`src/rtl/spq_pkg.sv`:
```
package spq_pkg;
    localparam int          LANES      = 4;
    localparam int          BYTE_BITS  = 8;
    localparam logic [3:0]  OE_NONE    = 4'h0;
    localparam logic [3:0]  OE_SINGLE  = 4'h2;
    localparam logic [3:0]  OE_QUAD    = 4'hF;
    localparam logic [3:0]  STEP_ONE   = 4'h1;
    localparam logic [3:0]  STEP_QUAD  = 4'h4;
    localparam logic [7:0]  BYTE_RST   = 8'h00;

    typedef enum logic [1:0] {
        ST_IDLE  = 2'b00,
        ST_SHIFT = 2'b01,
        ST_PAUSE = 2'b10
    } spq_state_t;

    typedef struct packed {
        spq_state_t  state;
        logic        sck_s1;
        logic        sck_s2;
        logic        sck_d;
        logic        cs_s1;
        logic        cs_s2;
        logic [3:0]  ln_s1;
        logic [3:0]  ln_s2;
        logic [3:0]  rx_cnt;
        logic [3:0]  tx_cnt;
        logic [7:0]  rx_sh;
        logic [7:0]  tx_sh;
        logic [7:0]  rx_byte;
        logic        rx_valid;
        logic        tx_req;
        logic [3:0]  out;
        logic [3:0]  oe;
        logic        busy;
    } spq_regs_t;
endpackage : spq_pkg

```
`src/rtl/spq_lane3.sv`:
```
`timescale 1ns/10ps
`default_nettype none
module spq_lane3 (
    input  wire logic        CLK,
    input  wire logic        RESET_N,
    input  wire logic        SCK,
    input  wire logic        CS_N,
    input  wire logic [2:0]  LANE_IN,
    input  wire logic        LANE3_IN,
    output logic             LANE3_OUT,
    output logic             LANE3_OE,
    output logic             LANE3_PULLUP,
    output logic [2:0]       LANE_OUT,
    output logic [2:0]       LANE_OE,
    input  wire logic        QUAD_PROG,
    input  wire logic        QUAD_READ,
    input  wire logic        BUSY_IN,
    output logic             BUSY_OUT,
    output logic             STANDBY,
    output logic             PAUSED,
    input  wire logic [7:0]  TX_DATA,
    output logic             TX_REQ,
    output logic [7:0]       RX_DATA,
    output logic             RX_VALID
);
    spq_pkg::spq_regs_t r_reg;
    spq_pkg::spq_regs_t r_next;

    logic rise;
    logic fall;
    logic sel;
    logic pause_req;
    logic [3:0] rstep;
    logic [3:0] tstep;
    logic [3:0] rsum;
    logic [3:0] tsum;

    // edges read the second stage and its delayed copy, never the first
    assign rise      = r_reg.sck_s2 & ~r_reg.sck_d;
    assign fall      = ~r_reg.sck_s2 & r_reg.sck_d;
    assign sel       = ~r_reg.cs_s2;
    // the pin is a data lane during quad commands, so it cannot pause then
    assign pause_req = ~r_reg.ln_s2[3] & ~(QUAD_PROG | QUAD_READ);
    assign rstep     = QUAD_PROG ? spq_pkg::STEP_QUAD : spq_pkg::STEP_ONE;
    assign tstep     = QUAD_READ ? spq_pkg::STEP_QUAD : spq_pkg::STEP_ONE;
    assign rsum      = r_reg.rx_cnt + rstep;
    assign tsum      = r_reg.tx_cnt + tstep;

    always_comb begin
        r_next          = r_reg;
        r_next.sck_s1   = SCK;
        r_next.sck_s2   = r_reg.sck_s1;
        r_next.sck_d    = r_reg.sck_s2;
        r_next.cs_s1    = CS_N;
        r_next.cs_s2    = r_reg.cs_s1;
        r_next.ln_s1    = {LANE3_IN, LANE_IN};
        r_next.ln_s2    = r_reg.ln_s1;
        r_next.rx_valid = 1'b0;
        r_next.tx_req   = 1'b0;
        r_next.busy     = BUSY_IN;
        case (r_reg.state)
            spq_pkg::ST_IDLE: begin
                r_next.oe = spq_pkg::OE_NONE;
                if (sel) begin
                    r_next.state  = spq_pkg::ST_SHIFT;
                    r_next.rx_cnt = 4'h0;
                    r_next.tx_cnt = 4'h0;
                    r_next.tx_sh  = TX_DATA;
                end
            end
            spq_pkg::ST_SHIFT: begin
                if (!sel) begin
                    r_next.state = spq_pkg::ST_IDLE;
                    r_next.oe    = spq_pkg::OE_NONE;
                end else if (pause_req && !r_reg.sck_s2) begin
                    // counters and shifters are left alone so the transfer resumes
                    r_next.state = spq_pkg::ST_PAUSE;
                    r_next.oe    = spq_pkg::OE_NONE;
                end else begin
                    // quad read drives every lane and wins over quad program, which keeps every lane an input
                    if (QUAD_READ)
                        r_next.oe = spq_pkg::OE_QUAD;
                    else if (QUAD_PROG)
                        r_next.oe = spq_pkg::OE_NONE;
                    else
                        r_next.oe = spq_pkg::OE_SINGLE;
                    if (rise) begin
                        if (QUAD_PROG)
                            r_next.rx_sh = {r_reg.rx_sh[3:0], r_reg.ln_s2};
                        else
                            r_next.rx_sh = {r_reg.rx_sh[6:0], r_reg.ln_s2[0]};
                        r_next.rx_cnt = {1'b0, rsum[2:0]};
                        if (rsum[3]) begin
                            r_next.rx_valid = 1'b1;
                            r_next.rx_byte  = r_next.rx_sh;
                        end
                    end
                    if (fall) begin
                        if (QUAD_READ) begin
                            r_next.out   = r_reg.tx_sh[7:4];
                            r_next.tx_sh = {r_reg.tx_sh[3:0], 4'h0};
                        end else begin
                            r_next.out   = {2'b00, r_reg.tx_sh[7], 1'b0};
                            r_next.tx_sh = {r_reg.tx_sh[6:0], 1'b0};
                        end
                        r_next.tx_cnt = {1'b0, tsum[2:0]};
                        if (tsum[3]) begin
                            r_next.tx_sh  = TX_DATA;
                            r_next.tx_req = 1'b1;
                        end
                    end
                end
            end
            spq_pkg::ST_PAUSE: begin
                // clock edges and lane values fall through untouched
                r_next.oe = spq_pkg::OE_NONE;
                if (!sel)
                    r_next.state = spq_pkg::ST_IDLE;
                else if (r_reg.ln_s2[3] && !r_reg.sck_s2)
                    r_next.state = spq_pkg::ST_SHIFT;
            end
            default: begin
                r_next.state = spq_pkg::ST_IDLE;
                r_next.oe    = spq_pkg::OE_NONE;
            end
        endcase
    end

    always_ff @(posedge CLK or negedge RESET_N) begin
        if (!RESET_N) begin
            r_reg          <= '0;
            r_reg.state    <= spq_pkg::ST_IDLE;
            r_reg.sck_s1   <= 1'b0;
            r_reg.cs_s1    <= 1'b1;
            r_reg.cs_s2    <= 1'b1;
            r_reg.ln_s1    <= spq_pkg::OE_QUAD;
            r_reg.ln_s2    <= spq_pkg::OE_QUAD;
            r_reg.rx_sh    <= spq_pkg::BYTE_RST;
            r_reg.tx_sh    <= spq_pkg::BYTE_RST;
            r_reg.rx_byte  <= spq_pkg::BYTE_RST;
            r_reg.oe       <= spq_pkg::OE_NONE;
        end else begin
            r_reg <= r_next;
        end
    end

    assign LANE3_OUT    = r_reg.out[3];
    assign LANE3_OE     = r_reg.oe[3];
    // pull-up enable; the wire model resolves an undriven pin to high
    assign LANE3_PULLUP = 1'b1;
    assign LANE_OUT     = r_reg.out[2:0];
    assign LANE_OE      = r_reg.oe[2:0];
    assign BUSY_OUT     = r_reg.busy;
    assign STANDBY      = r_reg.cs_s2 & ~r_reg.busy;
    assign PAUSED       = (r_reg.state == spq_pkg::ST_PAUSE);
    assign TX_REQ       = r_reg.tx_req;
    assign RX_DATA      = r_reg.rx_byte;
    assign RX_VALID     = r_reg.rx_valid;

    property p_pause_hiz;
        @(posedge CLK) disable iff (!RESET_N)
        (r_reg.state == spq_pkg::ST_PAUSE) |-> (r_reg.oe == spq_pkg::OE_NONE);
    endproperty
    a_pause_hiz: assert property (p_pause_hiz) else $error("outputs driven during pause");

    property p_pause_keep;
        @(posedge CLK) disable iff (!RESET_N)
        (r_reg.state == spq_pkg::ST_PAUSE) |=> $stable(r_reg.rx_sh) && $stable(r_reg.rx_cnt) && $stable(r_reg.tx_sh);
    endproperty
    a_pause_keep: assert property (p_pause_keep) else $error("shift state changed in pause");

    property p_busy;
        @(posedge CLK) disable iff (!RESET_N)
        PAUSED |=> (BUSY_OUT == $past(BUSY_IN));
    endproperty
    a_busy: assert property (p_busy) else $error("busy disturbed by pause");

    property p_quad_in;
        @(posedge CLK) disable iff (!RESET_N)
        (r_reg.state == spq_pkg::ST_SHIFT) && sel && rise && QUAD_PROG
        |=> (r_reg.rx_sh[3:0] == $past(r_reg.ln_s2)) && (r_reg.oe == spq_pkg::OE_NONE);
    endproperty
    a_quad_in: assert property (p_quad_in) else $error("quad nibble not captured");

    property p_quad_out;
        @(posedge CLK) disable iff (!RESET_N)
        (r_reg.state == spq_pkg::ST_SHIFT) && sel && fall && QUAD_READ
        |=> (r_reg.out == $past(r_reg.tx_sh[7:4])) && (r_reg.oe == spq_pkg::OE_QUAD);
    endproperty
    a_quad_out: assert property (p_quad_out) else $error("quad nibble not driven");

    property p_lane3_input;
        @(posedge CLK) disable iff (!RESET_N)
        !QUAD_READ |=> !LANE3_OE;
    endproperty
    a_lane3_input: assert property (p_lane3_input) else $error("lane three driven outside quad read");

    property p_deselect;
        @(posedge CLK) disable iff (!RESET_N)
        r_reg.cs_s2 |=> (r_reg.state == spq_pkg::ST_IDLE) && (r_reg.oe == spq_pkg::OE_NONE);
    endproperty
    a_deselect: assert property (p_deselect) else $error("not released on deselect");

    property p_single_in;
        @(posedge CLK) disable iff (!RESET_N)
        (r_reg.state == spq_pkg::ST_SHIFT) && sel && rise && !QUAD_PROG
        |=> (r_reg.rx_sh[0] == $past(r_reg.ln_s2[0]));
    endproperty
    a_single_in: assert property (p_single_in) else $error("serial bit not captured on rise");

    property p_pause_enter;
        @(posedge CLK) disable iff (!RESET_N)
        (r_reg.state == spq_pkg::ST_SHIFT) && sel && pause_req && !r_reg.sck_s2
        |=> (r_reg.state == spq_pkg::ST_PAUSE) ##1 (r_reg.oe == spq_pkg::OE_NONE);
    endproperty
    a_pause_enter: assert property (p_pause_enter) else $error("pause not entered");

    property p_resume;
        @(posedge CLK) disable iff (!RESET_N)
        (r_reg.state == spq_pkg::ST_PAUSE) && sel && r_reg.ln_s2[3] && !r_reg.sck_s2
        |=> (r_reg.state == spq_pkg::ST_SHIFT);
    endproperty
    a_resume: assert property (p_resume) else $error("pause not released");

    c_pause: cover property (@(posedge CLK) disable iff (!RESET_N)
        (r_reg.state == spq_pkg::ST_PAUSE) ##1 (r_reg.state == spq_pkg::ST_SHIFT));
    c_quad_byte: cover property (@(posedge CLK) disable iff (!RESET_N) RX_VALID && QUAD_PROG);
    c_quad_read: cover property (@(posedge CLK) disable iff (!RESET_N) TX_REQ && QUAD_READ);
    c_single_byte: cover property (@(posedge CLK) disable iff (!RESET_N) RX_VALID && !QUAD_PROG);
endmodule : spq_lane3
`default_nettype wire

```
`config.mk`:
```
export PLATFORM = sky130hd
export DESIGN_NAME = spq_lane3
export DESIGN_NICKNAME = d
export VERILOG_FILES = /design/src/rtl/spq_pkg.sv /design/src/rtl/spq_lane3.sv
export SDC_FILE = /design/constraint.sdc
export NUM_CORES = 1
export LEC_CHECK = 0
export ABC_AREA = 1
export BUFFER_PORTS_ARGS = -buffer_cell sky130_fd_sc_hd__buf_2
export CORE_ASPECT_RATIO = 0.9
export CORE_MARGIN = 2
export CORE_UTILIZATION = 51
export CTS_CLUSTER_SIZE = 20
export DETAILED_ROUTE_END_ITERATION = 6
export PLACE_DENSITY = 0.78
export SLEW_MARGIN = 20
export SYNTH_ARGS = -nofsm -noshare
export SYNTH_HDL_FRONTEND = slang
export SYNTH_SLANG_ARGS = --single-unit
```
`constraint.sdc`:
```
create_clock -name CLK -period 1.4 [get_ports CLK]
set_input_delay 0.28 -clock CLK [delete_from_list [all_inputs] [get_ports CLK]]
set_output_delay 0.28 -clock CLK [all_outputs]
set_load 0.1 [all_outputs]
```
Word level (Yosys, flattened, before mapping)
Cells that the tools add are included.

cells by class
  bitwise gates (word level) = 12
  equal/unequal tests = 9
  $add $sub $neg = 2
  multiplexer cells = 32
  reductions and logical operators = 11

operators with widths
  cell                  number
  $mux W38              2
  $mux W8               7
  $pmux W8 S2           2
  $mux W4               7
  $mux W9               2
  $reduce_and A5 Y1     3
  $mux W2               6
  $ne A2 B2 Y1 const B  5
  $add A4 B3 Y4         2
  $reduce_and A4 Y1     2
  $not A1 Y1            7
  $mux W3               2
  $mux W6               1
  $pmux W2 S3           1
  $mux W5               1
  $and A1 B1 Y1         4
  $ne A3 B1 Y1 const B  1
  $ne A3 B3 Y1 const B  1
  $reduce_and A3 Y1     1
  $eq A2 B1 Y1 const B  1
  $eq A2 B2 Y1 const B  1
  $logic_and A1 B1 Y1   2
  $logic_not A2 Y1      1
  $reduce_bool A2 Y1    1
  other kinds (3)       3

word-level totals
  word-level logic and storage cells = 84
  bits of input ports = 19
  register bits after elaboration = 58
  output and inout port bits = 22

Longest topological paths before layout
Gate-level depths: netlist (run 1).

  depth in word-level cells = 7
  depth in mapped cells = 10

Worst setup path after synthesis (run 1)
No wires, ideal clock.

  path kind = reg-to-output
  from = register r_reg, in the netlist BUSY_OUT
  to = output STANDBY
  required time = 1.120 ns
  cell stages (with the launch flop) = 2
  setup slack = -1.024 ns
  arrival time = 2.144 ns
  cell sequence = dfrtp_1 > nor2_1

between the ends
  cells in the longest elaborated chain, start to end = 2

ends and longest elaborated chain
  item                    RTL line          RTL
  from (decl)             spq_lane3.sv:26   spq_pkg::spq_regs_t r_reg;
  from (signal assigned)  spq_lane3.sv:143  r_reg <= r_next;
  $not A1 Y1              spq_lane3.sv:154  assign STANDBY = r_reg.cs_s2 & ~r_reg.busy;
  $and A1 B1 Y1           spq_lane3.sv:154
  to (decl)               spq_lane3.sv:19   output logic STANDBY,

Every way passes these cells.

Final worst setup path (run 1)
  from = register r_reg[51] (netlist name)
  to = output STANDBY

between the ends
  cells in the longest elaborated chain, start to end = 1

ends and longest elaborated chain
  item           RTL line
  $and A1 B1 Y1  spq_lane3.sv:154

Every way passes these cells.

==> reports/qor.yml, run 1 <==
pwr:
  swShare_pct: 44.6
  combinationalPowerShare_pct: 47.1
  clock_power_share_pct: 14.9
  p_int_uw: 3110
  p_leak_uw: 0.00181
  power.switching_uw: 2500
  power_density_nw_per_um2: 1640
  sequentialPowerShare_pct: 37.9
  ir_worst_vdd_v: 0.000874
routing:
  remaining_drc_errors: 0
  wl_um: 5560
  first_pass_iters: 4
  wl_met3_um: 273
  ant_nets: 0
  wl_per_cell_um: 12.7
  vias: 2123
  via_per_inst: 4.86
  wl_met1_um: 2610
  met2_length_um: 2650
  top_layer_used: "met4"
  drtIter0Drc: 210
clock_network:
  cts_tree: "done"
  numCtsBuffers: 5
  cts.root.buffer_cell: "clkbuf_8"
  htreeDepth: 2
  clk_latency_ns: 0.30
  path_clk_slew_ns: 0.09
  ctsLongestPathBuffers: 2
  cts.sinks: 53
floorplan:
  core-area_um2: 4860
  rows: 24
  dieHeight_um: 71.5
  die_x_um: 79.0
  die_area_um2: 5650
  start_util_pct: 53.1
  ios: 41
status:
  run_status: "complete, but fails checks"
  failed_checks: "setup timing"
finish:
  nFillCells: 366
  multiInputGateArea_um2: 1180
  utilization_pct: 70.3
  area_growth_pct: 32.3
  regArea_um2: 1340
  layout.nets: 396
  largest_reg_flops: 29
  drive_above_1_share_pct: 40.6
  diodes: 0
sta:
  finalMaxSlewViolations: 0
  max_freq_ghz: 0.649
  finalSetupViolations: 19
  hold_viol: 0
  tns_ns: -0.729
  worst_slew_pin_slew_ns: 0.526
  whs_ns: 0.0669
  fin_skew_ns: 0.00296
  period_share_pct: 110
  rsz0062_at_grt: "yes"
  post-route-min-period_ns: 1.54
  slew_headroom_pct: 64.5
  setup_ws_ns: -0.141
grt:
  grt_pass1_vias: 1880
  overflow: 0
  antenna_found_initial: 0
  grt_first_pass_wirelength_um: 8570
  grt_use_total_pct: 19.4
  grt_start_max_net_pins: 54
yosys:
  synthDistinctLibCells: 29
  synth_cells: 306
  synth_seq_cells: 53
  syn_nets: 331
  synth.yosys.warnings: 0
  yosysTopAreaCellShare_pct: 41.6
  synth.avg_cell_area_um2: 8.45
  yosysSeqAreaShare_pct: 51.8
  synth_area_um2: 2580
  synth.area.top_cells: "dfrtp_1 (42%), nand2_1 (19%), dfstp_2 (10%)"
  synth_area_leader_cell: "dfrtp_1"
worst_setup_path:
  cp-end-kind: "output port"
  critPathRequiredTime_ns: 1.12
  startpoint: "r_reg[51]$_DFF_PN1_"
  path_class: "reg2out"
  cp.arrival_ns: 1.26
  worstPathMaxFanout: 2
  regToRegStartpoint: "r_reg[41]$_DFFE_PN0P_"
  startpoint_type: "flip-flop"
placed_design:
  io_buffers: 39
  hpwl_um: 3480
  place.gp.congestion: 0.889
worst_hold_path:
  hold_class: "in2reg"
  min_from: "CS_N"
job:
  cap_violations: 0
## power groups by stage
stage          Clock, µW  Sequential, µW  Combinational, µW
2_1_floorplan          0            2210               1720
3_3_place_gp           0            2130               2210
3_5_place_dp           0            2150               2250
4_1_cts              866            2110               2310
5_1_grt              927            2170               2870
6_report             838            2130               2650
## metrics by stage
step | worst slack, ns | cells | power [µW] | cell area (µm²)
after floorplan | -0.0339 | 306 | 3930 | 2620
after global placement | -0.0268 | 411 | 4350 | 2970
after detailed placement | -0.0588 | 411 | 4400 | 2970
after CTS | -0.159 | 423 | 5290 | 3100
after global routing | -0.192 | 437 | 5970 | 3420
final | -0.141 | 437 | 5610 | 3420
## final timing paths
path                                                to  cells after the start  slack, ns
worst max-delay path                           STANDBY                      4      -0.14
worst min-delay path              r_next[51]$_DFF_PN1_                      1       0.07
worst max register to register  RX_DATA[3]$_DFFE_PN0P_                      6      -0.07
worst min register to register    r_next[53]$_DFF_PN0_                      0       0.36
max in group asynchronous          r_reg[51]$_DFF_PN1_                      3       0.63
min in group asynchronous        r_reg[28]$_DFFE_PN0P_                      3       0.50
## logic make-up (layout without fill, tap and decap cells)
logic type | Yosys count | after routing | share of synthesized area [%]
AO/OA/AOI/OAI | 26 | 26 | 5.95
buffers and inverters | 47 | 112 | 9.97
XOR/XNOR | 2 | 2 | 0.678
adder cells (fa/ha/maj) | 6 | 6 | 2.90
flip-flops | 53 | 53 | 51.8
AND/OR/NAND/NOR | 171 | 172 | 28.6
other | 1 | 1 | 0.145
## final cells by class
| class | count | share of cell area [%] |
|---|---|---|
| Tap cell | 65 | 2.38 |
| Inverter | 26 | 3.15 |
| Clock buffer | 5 | 2.01 |
| Timing Repair Buffer | 78 | 18.3 |
| Clock inverter | 3 | 0.512 |
| Sequential cell | 53 | 39.3 |
| Multi-Input combinational cell | 207 | 34.4 |
## synthesized netlist by cell type, drive strengths merged
library cell / number
nand3: 22
xor2: 1
dfrtp: 43
a21oi: 4
ha: 6
o21ai: 18
conb: 1
o211ai: 1
dfstp: 10
inv: 25
nand2: 135
or2: 1
clkinv: 1
xnor2: 1
a211oi: 1
nor2: 13
o31ai: 1
o21bai: 1
buf: 21
## per-layer routing
layer	global-route usage (%)	vias to the layer above
met5	0	-
met4	4.98	0
met3	4.79	2
met2	29.9	64
met1	27.7	990
li1	-	1067
## critical path, stage by stage (launching register included)
cell and delay, ns:
dfstp_2 0.54, inv_2 0.04, buf_6 0.11, nor2_4 0.09
buf_12 0.18
## cell usage in the layout (no fill, tap or decap), types with 2 or more instances in the layout
| cell | instances |
|---|---|
| nand3_2 | 12 |
| dfrtp_2 | 3 |
| buf_2 | 24 |
| clkinv_2 | 2 |
| a21oi_1 | 3 |
| clkbuf_4 | 12 |
| dfrtp_1 | 40 |
| nand2_2 | 11 |
| inv_1 | 17 |
| nand2_1 | 120 |
| nand2_4 | 5 |
| inv_2 | 4 |
| buf_6 | 9 |
| o21ai_2 | 3 |
| ha_4 | 2 |
| nand3_1 | 7 |
| buf_4 | 27 |
| inv_4 | 4 |
| ha_1 | 4 |
| dfstp_2 | 10 |
| o21ai_0 | 8 |
| nand3_4 | 3 |
| buf_12 | 5 |
| nor2_4 | 4 |
| o21ai_1 | 7 |
| clkbuf_8 | 5 |
| nor2_1 | 7 |
## repair_timing
action                                  CTS  global route
gates resized for setup                   7            58
pin swaps                                 2            23
endpoints found under the hold margin    43             0
setup buffers                             3            11
hold buffers                              1             0
gates cloned                              0             3
endpoints found under the setup margin    9            44
Power figures use the tool's default switching activity.
==> inputs of run 2 (changes only) <==
--- a/config.mk
+++ b/config.mk
@@ -9,10 +9,10 @@
 export BUFFER_PORTS_ARGS = -buffer_cell sky130_fd_sc_hd__buf_2
 export CORE_ASPECT_RATIO = 0.9
 export CORE_MARGIN = 2
-export CORE_UTILIZATION = 51
+export CORE_UTILIZATION = 60
 export CTS_CLUSTER_SIZE = 20
 export DETAILED_ROUTE_END_ITERATION = 6
-export PLACE_DENSITY = 0.78
+export PLACE_DENSITY = 0.86
 export SLEW_MARGIN = 20
 export SYNTH_ARGS = -nofsm -noshare
 export SYNTH_HDL_FRONTEND = slang
==> constraint.sdc (replaced) <==
create_clock -name CLK -period 1.9 [get_ports CLK]
set_input_delay 0.38 -clock CLK [delete_from_list [all_inputs] [get_ports CLK]]
set_output_delay 0.38 -clock CLK [all_outputs]
set_load 0.1 [all_outputs]
==> reports/qor.yml, run 2 (synthesized netlist as in run 1, its figures left out) <==
finish:
  nFillCells: 320  # was 366
  layout_common_cells: "nand2_1 (132), dfrtp_1 (43), buf_2 (38), inv_1 (19), nand3_1 (19)"  # was nand2_1 (120), dfrtp_1 (40), buf_4 (27), buf_2 (24), inv_1 (17)
  drive_above_1_share_pct: 23.9  # was 40.6%
  diodes: 0  # unchanged
  layout_commonest_cell: "nand2_1"  # unchanged
  layout.nets: 363  # was 396
  area_growth_pct: 9.78  # was 32.3%
  largest_reg_flops: 29  # unchanged
sta:
  fin_skew_ns: 0.00770  # was 0.00296 ns
  rsz0062_at_grt: "no"  # was yes
  period_share_pct: 95.0
  max_freq_ghz: 0.554
  tns_ns: 0  # was -0.729 ns
  hold_viol: 0  # unchanged
  post-route-min-period_ns: 1.81
  setup_ws_ns: 0.0949  # was -0.141 ns
  finalSetupViolations: 0  # was 19
  finalMaxSlewViolations: 0  # unchanged
floorplan:
  die_x_um: 73.2  # was 79.0 µm
  rows: 22  # was 24
  start_util_pct: 63.0  # was 53.1%
  core-area_um2: 4100  # was 4860 µm²
  dieHeight_um: 66.3  # was 71.5 µm
  die_area_um2: 4850  # was 5650 µm²
  ios: 41  # unchanged
worst_setup_path:
  critPathRequiredTime_ns: 1.52  # was 1.12 ns
  cp.arrival_ns: 1.43  # was 1.26 ns
  startpoint_type: "flip-flop"  # unchanged
  cp_slowest_cell: "dfstp_2"  # unchanged
  reg2reg_depth: 6  # unchanged
  cpPeakStageDelay_ns: 0.54  # about the same
  worstPathMaxFanout: 5  # was 2
  cp_cell_sequence: "inv_1 > nor2_2 > clkbuf_4"  # was inv_2 > buf_6 > nor2_4 > buf_12
  cp-end-kind: "output port"  # unchanged
  path_class: "reg2out"  # unchanged
  rrSetupSlack_ns: 0.43  # was -0.07 ns
grt:
  grt_start_max_net_pins: 25  # was 54
  overflow: 0  # unchanged
  grt_use_total_pct: 22.3  # was 19.4%
  grt_first_pass_wirelength_um: 8110  # was 8570 µm
  grt_pass1_vias: 1777  # was 1880
  antenna_found_initial: 0  # unchanged
routing:
  ant_nets: 0  # unchanged
  vias: 1990  # was 2123
  remaining_drc_errors: 0  # unchanged
  drtIter0Drc: 197  # was 210
  via_per_inst: 5.14  # was 4.86
  first_pass_iters: 5  # was 4
  wl_um: 4850  # was 5560 µm
  wl_per_cell_um: 12.5  # was 12.7 µm
clock_network:
  post-cts-setup-buffers: 0  # was 3
  ctsLongestPathBuffers: 2  # unchanged
  cts.sinks: 53  # unchanged
  numCtsBuffers: 5  # unchanged
  cts_tree: "done"  # unchanged
  path_clk_slew_ns: 0.09  # about the same
  cts.root.buffer_cell: "clkbuf_8"  # unchanged
  htreeDepth: 2  # unchanged
  clk_latency_ns: 0.31  # was 0.30 ns
placed_design:
  place.gp.congestion: 0.902  # was 0.889
  hpwl_um: 3590  # was 3480 µm
  dpl_worst_slack_ns: 0.201  # was -0.0588 ns
  io_buffers: 39  # unchanged
status:
  run_status: "completed"  # was complete, but fails checks
worst_hold_path:
  hold_class: "in2reg"  # unchanged
  hold_depth: 1  # unchanged
pwr:
  p_leak_uw: 0.00158  # was 0.00181 µW
  finalPower_uw: 3700  # was 5610 µW
  power_density_nw_per_um2: 1300  # was 1640 nW/µm²
  ir_worst_vdd_v: 0.000714  # was 0.000874 V
job:
  cap_violations: 0  # unchanged
==> run 2: changes by cell type in the layout (fill, tap and decap cells not counted), moves of 4 or more <==
| cell | previous run | this run |
|---|---|---|
| buf_12 | 5 | 1 |
| buf_2 | 24 | 38 |
| buf_4 | 27 | 5 |
| buf_6 | 9 | 0 |
| clkbuf_4 | 12 | 1 |
| inv_4 | 4 | 0 |
| nand2_1 | 120 | 132 |
| nand2_2 | 11 | 2 |
| nand2_4 | 5 | 1 |
| nand3_1 | 7 | 19 |
| nand3_2 | 12 | 2 |
==> run 2: final cells by class <==
class | instances | area (µm²) | share of cell area [%]
repair buffers | 46 | 265 | 9.35
well taps | 48 | 60.1 | 2.12
multi-input cells | 206 | 993 | 35.0
clock inverters | 2 | 10.0 | 0.353
inverters | 26 | 97.6 | 3.44
flip-flops and latches | 53 | 1340 | 47.2
clock buffers | 6 | 72.6 | 2.56
==> run 2: timing repair <==
action                                  4_1_cts  5_1_grt
resized for setup                             0        1
endpoints found under the setup margin        0        1
hold buffers                                  1        0
endpoints found under the hold margin         7        0
==> run 2: routing by layer <==
| layer | track usage, % | vias to the layer above | routed length [µm] |
|---|---|---|---|
| met5 | 0 | - | 0 |
| li1 | - | 999 | - |
| met2 | 32.9 | 61 | 2170 |
| met1 | 31.7 | 918 | 2270 |
| met3 | 4.73 | 12 | 300 |
| met4 | 9.26 | 0 | 106 |
==> run 2: worst paths after layout <==
check / startpoint / endpoint
max: r_reg[51]$_DFF_PN1_ / STANDBY
min in group asynchronous: RESET_N / BUSY_OUT$_DFF_PN0_
max in group asynchronous: RESET_N / r_reg[45]$_DFF_PN1_
min: CS_N / r_next[51]$_DFF_PN1_
max reg2reg: r_reg[57]$_DFFE_PN0P_ / RX_DATA[2]$_DFFE_PN0P_
min reg2reg: r_next[54]$_DFF_PN0_ / r_next[53]$_DFF_PN0_
==> run 2: report_power, final <==
group	leakage [µW]	switching (µW)	total [µW]	internal, µW
clock	0.0000450	346	602	256
sequential	0.000668	176	1570	1390
combinational	0.000867	1160	1530	365
==> run 2: stage by stage <==
step                      area (µm²)  hold slack, ns  cells  utilization, %
after global placement          2740           0.308    378            66.9
after floorplan                 2590          0.0844    306               -
after detailed placement        2740           0.310    378            66.9
final                           2840           0.159    387            69.2
after global routing            2840           0.153    387            69.2
after CTS                       2840           0.152    387            69.1
==> run 2: worst max-delay path: cells and delay by family, from the launching register on <==
family | cells | cell delay [ns]
buffers and inverters | 2 | 0.47
and+or+nand+nor | 1 | 0.12
DFF | 1 | 0.54
==> inputs of run 3 (changes only) <==
==> constraint.sdc (replaced) <==
create_clock -name CLK -period 2.3 [get_ports CLK]
set_input_delay 0.46 -clock CLK [delete_from_list [all_inputs] [get_ports CLK]]
set_output_delay 0.46 -clock CLK [all_outputs]
set_load 0.1 [all_outputs]
==> reports/qor.yml, run 3 (synthesized netlist as in run 1, its figures left out) <==
clock_network:
  post-cts-setup-buffers: 0  # unchanged
  ctsHoldBuffers: 0  # was 1
  cts.sinks: 53  # unchanged
  htreeDepth: 2  # unchanged
  path_clk_slew_ns: 0.08  # was 0.09 ns
  ctsLongestPathBuffers: 2  # unchanged
  cts_resized: 0  # unchanged
  cts.root.buffer_cell: "clkbuf_8"  # unchanged
  clk_latency_ns: 0.31  # about the same
  cts_tree: "done"  # unchanged
  numCtsBuffers: 5  # unchanged
worst_setup_path:
  startpoint_type: "flip-flop"  # unchanged
  cp-end-kind: "output port"  # unchanged
  worstPathMaxFanout: 5  # unchanged
  regToRegStartpoint: "r_reg[57]$_DFFE_PN0P_"  # unchanged
  path_class: "reg2out"  # unchanged
  cp.arrival_ns: 1.49  # was 1.43 ns
  r2r_end: "RX_DATA[0]$_DFFE_PN0P_"  # was RX_DATA[2]$_DFFE_PN0P_
  critPathRequiredTime_ns: 1.84  # was 1.52 ns
  rrSetupSlack_ns: 0.71  # was 0.43 ns
  startpoint: "r_reg[51]$_DFF_PN1_"  # unchanged
  reg2reg_depth: 6  # unchanged
finish:
  regArea_um2: 1340  # unchanged
  utilization_pct: 68.0  # was 69.2%
  nFillCells: 353  # was 320
  layout_common_cells: "nand2_1 (132), dfrtp_1 (43), buf_2 (39), inv_1 (19), nand3_1 (19)"  # was nand2_1 (132), dfrtp_1 (43), buf_2 (38), inv_1 (19), nand3_1 (19)
  diodes: 0  # unchanged
  drive_above_1_share_pct: 23.0  # was 23.9%
  largest_reg_flops: 29  # unchanged
  layout.nets: 359  # was 363
  layout_commonest_cell: "nand2_1"  # unchanged
  multiInputGateArea_um2: 991  # was 993 µm²
  area_growth_pct: 7.84  # was 9.78%
  fin_area_um2: 2790  # was 2840 µm²
pwr:
  p_leak_uw: 0.00156  # was 0.00158 µW
  ir_worst_vdd_v: 0.000521  # was 0.000714 V
  power_density_nw_per_um2: 1090  # was 1300 nW/µm²
worst_hold_path:
  min_to: "r_next[51]$_DFF_PN1_"  # unchanged
  hold_class: "in2reg"  # unchanged
  min_from: "CS_N"  # unchanged
  hold_depth: 1  # unchanged
sta:
  tns_ns: 0  # unchanged
  fin_skew_ns: 0.00987  # was 0.00770 ns
  slew_headroom_pct: 57.9
  finalSetupViolations: 0  # unchanged
  rsz0062_at_grt: "no"  # unchanged
  max_freq_ghz: 0.513
  finalMaxSlewViolations: 0  # unchanged
  post-route-min-period_ns: 1.95
  hold_viol: 0  # unchanged
  period_share_pct: 84.7
  worst_slew_pin_slew_ns: 0.631
grt:
  grt_start_max_net_pins: 54  # was 25
  overflow: 0  # unchanged
  antenna_found_initial: 0  # unchanged
  grt_pass1_vias: 1839  # was 1777
  grt_use_total_pct: 22.2  # was 22.3%
  grt_first_pass_wirelength_um: 8160  # was 8110 µm
routing:
  first_pass_iters: 4  # was 5
  wl_um: 4590  # was 4850 µm
  vias: 1985  # was 1990
  drtIter0Drc: 159  # was 197
  ant_nets: 0  # unchanged
  wl_per_cell_um: 12.0  # was 12.5 µm
  via_per_inst: 5.18  # was 5.14
  remaining_drc_errors: 0  # unchanged
floorplan:
  ios: 41  # unchanged
  start_util_pct: 63.0  # unchanged
  die_x_um: 73.2  # unchanged
  core-area_um2: 4100  # unchanged
  die_area_um2: 4850  # unchanged
  dieHeight_um: 66.3  # unchanged
  rows: 22  # unchanged
job:
  cap_violations: 0  # unchanged
placed_design:
  hpwl_um: 3290  # was 3590 µm
  placed_area_um2: 2710  # was 2740 µm²
  io_buffers: 39  # unchanged
  place.gp.congestion: 0.856  # was 0.902
status:
  run_status: "completed"  # unchanged
## run 3: cell types whose count changed in the layout (fill, tap and decap cells not counted)
cell           delta
nor2_2            -1
clkbuf_4          -1
nor2_1            +1
buf_2             +1
buf_12            -1
buf_4             -2
dlygate4sd3_1     -1
## run 3: worst max-delay path by stage
stage | slack [ns] | to | cells after the start
2_1_floorplan | 0.07 | PAUSED | 2
3_3_place_gp | 0.43 | RX_DATA[0]$_DFFE_PN0P_ | 7
3_5_place_dp | 0.39 | RX_DATA[7]$_DFFE_PN0P_ | 8
4_1_cts | 0.34 | STANDBY | 3
5_1_grt | 0.30 | STANDBY | 3
6_report | 0.35 | STANDBY | 3
## run 3: metrics by stage
step | power (µW) | cells | worst slack [ns] | hold WS [ns]
after floorplan | 2380 | 306 | 0.0728 | 0.164
after global placement | 2500 | 375 | 0.430 | 0.332
final | 3020 | 383 | 0.352 | 0.241
after global routing | 3230 | 383 | 0.299 | 0.229
after detailed placement | 2540 | 375 | 0.395 | 0.341
after CTS | 3040 | 383 | 0.336 | 0.233
## run 3: layer usage
| layer | routed length, µm | share of wire, % | global-route usage, % |
|---|---|---|---|
| met1 | 2140 | 47 | 30.8 |
| met2 | 2010 | 44 | 33.7 |
| met3 | 379 | 8.3 | 4.27 |
| met4 | 61 | 1.3 | 9.72 |
| met5 | 0 | 0 | 0 |
## run 3: cell type report
| type | count | area share (%) |
|---|---|---|
| inverters | 26 | 3.50 |
| well taps | 48 | 2.15 |
| clock inverters | 2 | 0.359 |
| multi-input cells | 206 | 35.5 |
| repair buffers | 42 | 7.81 |
| flip-flops and latches | 53 | 48.0 |
| clock buffers | 6 | 2.60 |
## run 3: critical path, stage by stage (launching register included)
cell and delay (ns):
dfstp_2 0.53, inv_1 0.12, nor2_2 0.10, buf_2 0.42
## run 3: power breakdown
group          switching [µW]  leakage [µW]  internal [µW]
Combinational             952      0.000843            286
Sequential                140      0.000668           1150
Clock                     284     0.0000450            211
